<file path="src/hw/pwr_seq_params.svh">
// Timing constants for the power-up and reset sequencing pair
`ifndef PWR_SEQ_PARAMS_SVH
`define PWR_SEQ_PARAMS_SVH
`define CLK_PERIOD_PS 4000
`define POWER_UP_WAIT_TIME_NS 150000
`define POWER_UP_WAIT_CYCLES ((`POWER_UP_WAIT_TIME_NS * 1000) / `CLK_PERIOD_PS)
`define RESET_RELEASE_TO_SELECT_TIME_NS 200
`define RESET_RELEASE_TO_SELECT_CYCLES \
  ((`RESET_RELEASE_TO_SELECT_TIME_NS * 1000 + `CLK_PERIOD_PS - 1) / `CLK_PERIOD_PS)
`define RESET_ASSERT_TO_SELECT_TIME_NS 400
`define RESET_ASSERT_TO_SELECT_CYCLES \
  ((`RESET_ASSERT_TO_SELECT_TIME_NS * 1000 + `CLK_PERIOD_PS - 1) / `CLK_PERIOD_PS)
`define RESET_PULSE_TIME_NS 200
`define RESET_PULSE_CYCLES \
  ((`RESET_PULSE_TIME_NS * 1000 + `CLK_PERIOD_PS - 1) / `CLK_PERIOD_PS)
`define CFG_DEFAULT 16'h8F1F
`define ROW_DEFAULT 13'h0000
`define REFRESH_GAP_CYCLES 16
`endif

</file>
<file path="src/hw/pwr_seq_pkg.sv">
// Types shared by both ends of the power-up and reset link
package pwr_seq_pkg;
  typedef enum logic [4:0] {
    DEV_OFF = 5'h01,
    DEV_HELD = 5'h02,
    DEV_INIT = 5'h04,
    DEV_STANDBY = 5'h08,
    DEV_DEEP_PD = 5'h10
  } dev_state_t;
  typedef enum logic [4:0] {
    HOST_WAIT_SUPPLY = 5'h01,
    HOST_RESET_LOW = 5'h02,
    HOST_RESET_HOLD = 5'h04,
    HOST_INIT_WAIT = 5'h08,
    HOST_READY = 5'h10
  } host_state_t;
endpackage

</file>
<file path="src/hw/pwr_seq_if.sv">
// Interface joining the host controller end to the memory device end
`timescale 1ns/10ps
`default_nettype none
interface pwr_seq_if;
  logic cs_n;
  logic reset_n;
  logic supply_good;
  modport device (
    input cs_n,
    input reset_n,
    input supply_good
  );
  modport host (
    output cs_n,
    output reset_n,
    input supply_good
  );
endinterface
`default_nettype wire

</file>
<file path="src/hw/mem_dev_seq.sv">
// Memory device end: power-up initialization and hardware reset handling
//
// Function
// [RL1] Start init when supply becomes good
// [RL2] Finish init within the power-up wait
// [RL3] Held reset postpones the init wait
// [RL4] Init wait mainly performs array refresh
// [RL5] Host keeps select high through init
// [RL6] Host issues no access during init
// [RL7] Reset returns device to standby, abandons work
// [RL8] Reset restores configuration defaults
// [RL9] Self-refresh halts while reset low
// [RL10] Reset forces exit from deep power down
// [RL11] Reset clears refresh row counter
// [RL12] Host treats array as lost after reset
// [RL13] Host idle during reset and its gap
// [RL14] Select waits 200 ns after release
// [RL15] Select waits 400 ns after assert
// [RL16] Host resets after uncertain supply dip
// [RL17] Supply-good input; init counted in cycles
`timescale 1ns/10ps
`default_nettype none
`include "pwr_seq_params.svh"
module mem_dev_seq #(
  parameter int INIT_CYCLES = `POWER_UP_WAIT_CYCLES,
  parameter int ROW_BITS = 13,
  parameter int REFRESH_GAP = `REFRESH_GAP_CYCLES
) (
  input wire logic mclk,
  input wire logic nrst,
  pwr_seq_if.device link,
  input wire logic dpd_enter,
  input wire logic [15:0] cfg_wdata,
  input wire logic cfg_we,
  output logic ready,
  output logic refresh_pulse,
  output logic refresh_active,
  output logic [ROW_BITS-1:0] refresh_row,
  output logic [15:0] cfg_value,
  output logic deep_pd,
  output logic select_violation
);
  // Counter widths with one spare bit of headroom
  localparam int TW = $clog2(INIT_CYCLES + 1) + 1;
  localparam int GW = $clog2(REFRESH_GAP + 1) + 1;

  // All state but the init timer in one word, registered in one place
  typedef struct packed {
    pwr_seq_pkg::dev_state_t st;
    logic [ROW_BITS-1:0] row;
    logic [GW-1:0] gap;
    logic [15:0] cfg;
    logic refresh_pulse;
    logic viol;
  } dev_t;
  dev_t s_reg;
  dev_t s_next;
  // Timer handshake: load outside the wait, done once it has run out
  logic timer_load;
  logic timer_done;

  // Timer widths follow from the counts, so only the counts and ROW_BITS need guarding
  initial begin
    if (INIT_CYCLES < 1) begin
      $error("mem_dev_seq INIT_CYCLES must be at least one");
    end
    if (ROW_BITS < 1) begin
      $error("mem_dev_seq ROW_BITS must be at least one");
    end
    if (REFRESH_GAP < 1) begin
      $error("mem_dev_seq REFRESH_GAP must be at least one");
    end
  end

  // -------------------------------------------------------------------
  // Initialization wait timer
  // -------------------------------------------------------------------
  // Reloaded on every cycle outside the wait, so it starts only when init begins
  // Loaded with one less, so ready rises INIT_CYCLES edges after init starts
  cycle_timer #(
    .WIDTH(TW)
  ) init_timer (
    .mclk(mclk),
    .nrst(nrst),
    .load(timer_load),
    .count(TW'(INIT_CYCLES - 1)),
    .done(timer_done)
  );

  // -------------------------------------------------------------------
  // Sequencing state
  // -------------------------------------------------------------------
  always_comb begin
    s_next = s_reg;
    s_next.refresh_pulse = 1'b0;
    timer_load = 1'b1;
    // -----------------------------------------------------------------
    // Select watch
    // -----------------------------------------------------------------
    // Select low during init, reset or deep power down is a host fault;
    // the flag is registered, so it lags the offending cycle by one edge
    s_next.viol = !link.cs_n && (s_reg.st != pwr_seq_pkg::DEV_STANDBY);

    // -----------------------------------------------------------------
    // Supply loss and hardware reset
    // -----------------------------------------------------------------
    // Supply loss outranks reset, since a dead array has nothing to keep
    if (!link.supply_good) begin
      // Losing supply drops everything; init reruns when it returns
      s_next.st = pwr_seq_pkg::DEV_OFF;
      s_next.row = ROW_BITS'(`ROW_DEFAULT);
      s_next.cfg = 16'(`CFG_DEFAULT);
      s_next.gap = '0;
    end else if (!link.reset_n) begin
      // Any activity is dropped at once; nothing waits for a row to end
      // Gap cleared so standby pacing restarts from a clean count
      s_next.st = pwr_seq_pkg::DEV_HELD; // RL7 RL10
      s_next.cfg = 16'(`CFG_DEFAULT); // RL8
      s_next.row = ROW_BITS'(`ROW_DEFAULT); // RL11
      s_next.gap = '0; // RL9
    end else begin
      // ---------------------------------------------------------------
      // Normal state walk, supply good and reset released
      // ---------------------------------------------------------------
      case (s_reg.st)
        pwr_seq_pkg::DEV_OFF: begin
          // Supply has just been seen good
          s_next.st = pwr_seq_pkg::DEV_INIT; // RL1 RL17
        end
        pwr_seq_pkg::DEV_HELD: begin
          // The init wait starts only now that reset is high
          s_next.st = pwr_seq_pkg::DEV_INIT; // RL3
        end
        pwr_seq_pkg::DEV_INIT: begin
          timer_load = 1'b0;
          if (timer_done) begin
            s_next.st = pwr_seq_pkg::DEV_STANDBY; // RL2
          end
        end
        pwr_seq_pkg::DEV_STANDBY: begin
          // Writes and power down only while deselected, so no access is cut
          if (cfg_we && link.cs_n) begin
            s_next.cfg = cfg_wdata;
          end
          if (dpd_enter && link.cs_n) begin
            s_next.st = pwr_seq_pkg::DEV_DEEP_PD;
          end
        end
        pwr_seq_pkg::DEV_DEEP_PD: begin
          // Only reset or supply loss leaves; refresh and config stay frozen
          s_next.st = pwr_seq_pkg::DEV_DEEP_PD;
        end
        default: begin
          // A broken state code falls back to a full power-up
          s_next.st = pwr_seq_pkg::DEV_OFF;
        end
      endcase
    end

    // -----------------------------------------------------------------
    // Refresh pacing
    // -----------------------------------------------------------------
    // Back-to-back refresh during init, paced refresh in standby
    // Row counter wraps, so the sweep over the array never stops
    if (link.supply_good && link.reset_n &&
        (s_reg.st == pwr_seq_pkg::DEV_INIT ||
         s_reg.st == pwr_seq_pkg::DEV_STANDBY)) begin
      if (s_reg.st == pwr_seq_pkg::DEV_INIT || s_reg.gap == '0) begin
        s_next.refresh_pulse = 1'b1; // RL4 RL9
        s_next.row = s_reg.row + 1'b1;
        s_next.gap = GW'(REFRESH_GAP - 1);
      end else begin
        s_next.gap = s_reg.gap - 1'b1;
      end
    end
  end

  // -------------------------------------------------------------------
  // State register
  // -------------------------------------------------------------------
  // Reset values equal the supply-loss values, so both paths look alike
  always_ff @(posedge mclk or negedge nrst) begin
    if (!nrst) begin
      s_reg.st <= pwr_seq_pkg::DEV_OFF;
      s_reg.row <= ROW_BITS'(`ROW_DEFAULT);
      s_reg.gap <= '0;
      s_reg.cfg <= 16'(`CFG_DEFAULT);
      s_reg.refresh_pulse <= 1'b0;
      s_reg.viol <= 1'b0;
    end else begin
      s_reg <= s_next;
    end
  end

  // -------------------------------------------------------------------
  // Outputs
  // -------------------------------------------------------------------
  // Status decoded from the one-hot state register, so no extra flops
  assign ready = (s_reg.st == pwr_seq_pkg::DEV_STANDBY);
  assign refresh_active = (s_reg.st == pwr_seq_pkg::DEV_INIT) ||
                          (s_reg.st == pwr_seq_pkg::DEV_STANDBY);
  assign deep_pd = (s_reg.st == pwr_seq_pkg::DEV_DEEP_PD);

  // Data outputs come straight from flops
  assign refresh_pulse = s_reg.refresh_pulse;
  assign refresh_row = s_reg.row;
  assign cfg_value = s_reg.cfg;

  // Host fault flag, for whoever watches the link
  assign select_violation = s_reg.viol;
endmodule
`default_nettype wire

</file>
<file path="src/hw/cycle_timer.sv">
// Loadable down-counter that reports when a wait has run out
`timescale 1ns/10ps
`default_nettype none
module cycle_timer #(
  parameter int WIDTH = 16
) (
  input wire logic mclk,
  input wire logic nrst,
  input wire logic load,
  input wire logic [WIDTH-1:0] count,
  output logic done
);
  typedef struct packed {
    logic [WIDTH-1:0] cnt;
  } timer_t;
  timer_t s_reg;
  timer_t s_next;

  initial begin
    if (WIDTH < 2) begin
      $error("cycle_timer WIDTH too small");
    end
  end

  // Load wins over counting so a restart is never missed
  always_comb begin
    s_next = s_reg;
    if (load) begin
      s_next.cnt = count;
    end else if (s_reg.cnt != '0) begin
      s_next.cnt = s_reg.cnt - 1'b1;
    end
  end

  always_ff @(posedge mclk or negedge nrst) begin
    if (!nrst) begin
      s_reg <= '0;
    end else begin
      s_reg <= s_next;
    end
  end

  assign done = (s_reg.cnt == '0) && !load;
endmodule
`default_nettype wire

</file>
<file path="src/flat_wrapper.sv">
// flat-port wrapper written by rule: the top's interface ports become plain ports
module mem_dev_seq_flat 
#(
  parameter int INIT_CYCLES = `POWER_UP_WAIT_CYCLES,
  parameter int ROW_BITS = 13,
  parameter int REFRESH_GAP = `REFRESH_GAP_CYCLES
)
  (mclk, nrst, dpd_enter, cfg_wdata, cfg_we, ready, refresh_pulse, refresh_active, refresh_row, cfg_value, deep_pd, select_violation, link_cs_n, link_reset_n, link_supply_good);
  pwr_seq_if link_i ();
  input wire logic mclk;
  input wire logic nrst;
  input wire logic dpd_enter;
  input wire logic [15:0] cfg_wdata;
  input wire logic cfg_we;
  output logic ready;
  output logic refresh_pulse;
  output logic refresh_active;
  output logic [ROW_BITS-1:0] refresh_row;
  output logic [15:0] cfg_value;
  output logic deep_pd;
  output logic select_violation;
  input wire logic [$bits(link_i.cs_n)-1:0] link_cs_n;
  input wire logic [$bits(link_i.reset_n)-1:0] link_reset_n;
  input wire logic [$bits(link_i.supply_good)-1:0] link_supply_good;
  assign link_i.cs_n = link_cs_n;
  assign link_i.reset_n = link_reset_n;
  assign link_i.supply_good = link_supply_good;
  mem_dev_seq #(.INIT_CYCLES(INIT_CYCLES), .ROW_BITS(ROW_BITS), .REFRESH_GAP(REFRESH_GAP)) u_core (.mclk(mclk), .nrst(nrst), .link(link_i), .dpd_enter(dpd_enter), .cfg_wdata(cfg_wdata), .cfg_we(cfg_we), .ready(ready), .refresh_pulse(refresh_pulse), .refresh_active(refresh_active), .refresh_row(refresh_row), .cfg_value(cfg_value), .deep_pd(deep_pd), .select_violation(select_violation));
endmodule
</file>
<file path="config.mk">
export PLATFORM = sky130hd
export DESIGN_NAME = mem_dev_seq_flat
export DESIGN_NICKNAME = d
export VERILOG_FILES = /design/src/hw/pwr_seq_pkg.sv /design/src/hw/pwr_seq_if.sv /design/src/hw/mem_dev_seq.sv /design/src/hw/cycle_timer.sv /design/src/flat_wrapper.sv
export VERILOG_INCLUDE_DIRS = /design/src /design/src/hw
export SDC_FILE = /design/constraint.sdc
export NUM_CORES = 1
export LEC_CHECK = 0
export BUFFER_PORTS_ARGS = -buffer_cell sky130_fd_sc_hd__buf_2
export CAP_MARGIN = 20
export CORE_AREA = 2 2 79 81
export CTS_CLUSTER_SIZE = 14
export DETAILED_ROUTE_END_ITERATION = 10
export DIE_AREA = 0 0 81 83
export PLACE_DENSITY_LB_ADDON = 0.3
export SLEW_MARGIN = 30
export SYNTH_ARGS = -nofsm -noshare
export SYNTH_HDL_FRONTEND = slang
export SYNTH_SLANG_ARGS = --single-unit
export TNS_END_PERCENT = 50
</file>
<file path="constraint.sdc">
create_clock -name mclk -period 2.6 [get_ports mclk]
set_input_delay 0.13 -clock mclk [delete_from_list [all_inputs] [get_ports mclk]]
set_output_delay 0.13 -clock mclk [all_outputs]
set_load 0.05 [all_outputs]
</file>
==> impl_metrics.ini <==
[clocking]
cts_setup_buffers = 0
clkTransAtPathRegs_ps = 70
cts_sinks = 59
cts_tree = built
clk_latency_ps = 330
hold_buffers = 4
clk_path_buf_depth = 2
htreeDepth = 3
cts_root_buf = clkbuf_8
cts_made_buffers = 9
cts_resized = 0

[grt]
grt_pass1_wl_um = 11700
grt_use_met1 = 0.309
grt_pass1_vias = 2561
antenna_found_initial = 0
gr-usage-all-layers = 0.222
grt_use_met3 = 0.0500
grt_max_degree = 60
overflow = 0
grtUsageMet2 = 0.340
grt-busiest-layer = met2

[floorplanning]
row_count = 28
core_sq_um = 5820
die_h_um = 83
pin_count = 57
initial_utilization = 0.552
fp.dieW_um = 81
die_area_sq_um = 6720

[placement]
portBuffers = 56
place_hpwl_um = 4660
post-place-cells = 443
place_congestion = 0.814
placed_area_sq_um = 3340

[synthesis]
postSynthAreaPerCell_sq_um = 9.08
yosys.area_share.simple = 0.251
synth_compound_area_frac = 0.144
synth-edff-count = 0
synth_xor_area_frac = 0.0164
synth_top_family_by_area = simple AND/OR/NAND/NOR gates
ys.flop_type = dfrtp_1
ys_types = 49
syn_area_sq_um = 3210
yosysSeqAreaShare = 0.464
synth_fa_ha_area_frac = 0.0156
synthesis.nets = 381
synthMuxAreaShare = 0.00623
synthArstFlopShare = 1.00
ys_warn_count = 0
syn_inst = 354
ys_ff_latch = 59

[routing]
wl_per_cell_um = 15.0
vias_per_cell = 5.68
drc = 0
routed_wl_um = 6960
first_pass_iters = 4
drt_iter0_markers = 173
vias = 2629
ant_nets = 0

[final_layout]
areaGrowthSynthToFinish_pct = 13.4
antenna-diode-count = 0
post-route-util = 0.627
fin_cells = 463
largest_reg_flops = 17
final_area_sq_um = 3640
drive_above_1_share = 0.247
fin_nets = 410
num-fill-cells = 504

[worst_setup_path]
worstRegToRegCells = 4
timing.rr.start = u_core.s_reg[20]
worst_ep_required_time_ps = 2470
worstSetupEndpoint = refresh_active
critPathKind = reg2out
r2r-end = u_core.refresh_row[7]
critPathLaunchType = flop
crit_path_end_kind = primary output
path_max_fanout = 11
worst_ep_arrival_time_ps = 2190
r2r_slack_ps = 370
setup.worst_path.start = u_core.s_reg[40]

[sta]
finClkSkew_ps = 7.53
finalHoldViolCount = 0
tightest_slew_ps = 809
min_period_ps = 2320
relSlewSlack = 0.461
grt_setup_unrepaired = no
post-route-period-util = 0.892
setup_tns_ps = 0
finalSetupViolCount = 0
fmax_ghz = 0.431
slew_violations = 0

[min_path]
min_path_type = in2reg
min_from = cfg_wdata[11]

[run_status]
status = finished clean

[pwr]
vdd_drop_max_uv = 336
cellPowerDensity_nw_per_um2 = 583
power_mw = 2.12
p_leak_nw = 1.63

[flow_run]
maxCapViolations = 0
## cell usage after synthesis (2+ instances only)
cell type	instances	area, sq um
or4_1	10	75.1
nand3_1	24	120
a41o_1	3	30.0
nand4_1	3	18.8
nand2b_1	5	31.3
or3_1	10	62.6
and3_1	6	37.5
o211ai_1	3	22.5
inv_1	8	30.0
or4_4	2	22.5
dfrtp_1	48	1200
nor2b_1	3	18.8
nand2_1	51	191
buf_2	2	10.0
and2_1	4	25.0
nor3_1	7	35.0
and4_1	4	35.0
o31ai_1	9	67.6
dfstp_2	11	289
a21oi_1	24	120
nor4_1	4	25.0
buf_4	29	218
a31oi_1	7	43.8
mux2i_1	2	20.0
xor2_1	4	35.0
nor2_1	15	56.3
o41ai_1	3	26.3
xnor2_1	2	17.5
o21ai_0	11	55.1
clkbuf_1	18	67.6
ha_1	4	50.1
## power by group
group / switching [mW] / total (mW) / internal, mW
clock network: 0.361 / 1.08 / 0.714
registers: 0.00648 / 0.932 / 0.926
logic: 0.0774 / 0.117 / 0.0391
## how the worst min path moves through the flow
stage,end,slack [ps],cells after the start
after floorplan,u_core.cfg_value[12],-170,0
after global routing,u_core.cfg_value[8],10,3
final,u_core.cfg_value[11],10,3
after CTS,u_core.cfg_value[9],6,3
after global placement,u_core.s_reg[37],290,2
after detailed placement,u_core.s_reg[37],300,2
## critical path, cell delays in order (launching register included)
cell and delay [ps]:
dfrtp_1 440, xor2_1 490, nand2_1 370, clkinv_1 260, buf_2 300
## kinds of logic after synthesis
family / Yosys count
compound gates: 71
xor+xnor: 6
fa+ha+maj: 4
buf+inv: 58
flops: 59
mux: 2
simple gates: 154
## layout make-up
type                    count  area, sq um  share of cell area
flip-flops and latches     59         1490               0.409
multi-input cells         237         1390               0.382
repair buffers             67          373               0.102
clock buffers              12          165              0.0453
clock inverters             4         95.1              0.0261
well taps                  75         93.8              0.0257
inverters                   9         33.8             0.00927
## placed cells by master, fill, tap and decap left out, types with 4 or more instances in the layout
master	count
o21ai_0	11
dlygate4sd3_1	4
nand2b_1	5
nor2_1	15
clkbuf_8	12
xor2_1	4
dfstp_2	11
nand3_1	24
a21oi_1	24
nor4_1	4
nor3_1	7
and3_1	6
buf_2	56
or4_1	10
or3_1	10
a31oi_1	7
inv_1	8
dfrtp_1	48
ha_1	4
buf_4	7
and2_1	4
and4_1	4
nand2_1	51
o31ai_1	9
## per-layer routing
metal | routed length [um] | vias to the layer above
li1 | - | 1303
met1 | 3220 | 1237
met2 | 3250 | 80
met3 | 405 | 9
met4 | 79 | 0
met5 | 0 | -
## through the flow
stage               setup slack [ps]  hold WS, ps
finish                           282         11.0
floorplan                        427         -166
global placement                 493          285
global route                     134         12.3
CTS                              310         5.65
detailed placement               418          297
(Power assumes the default switching activity.)
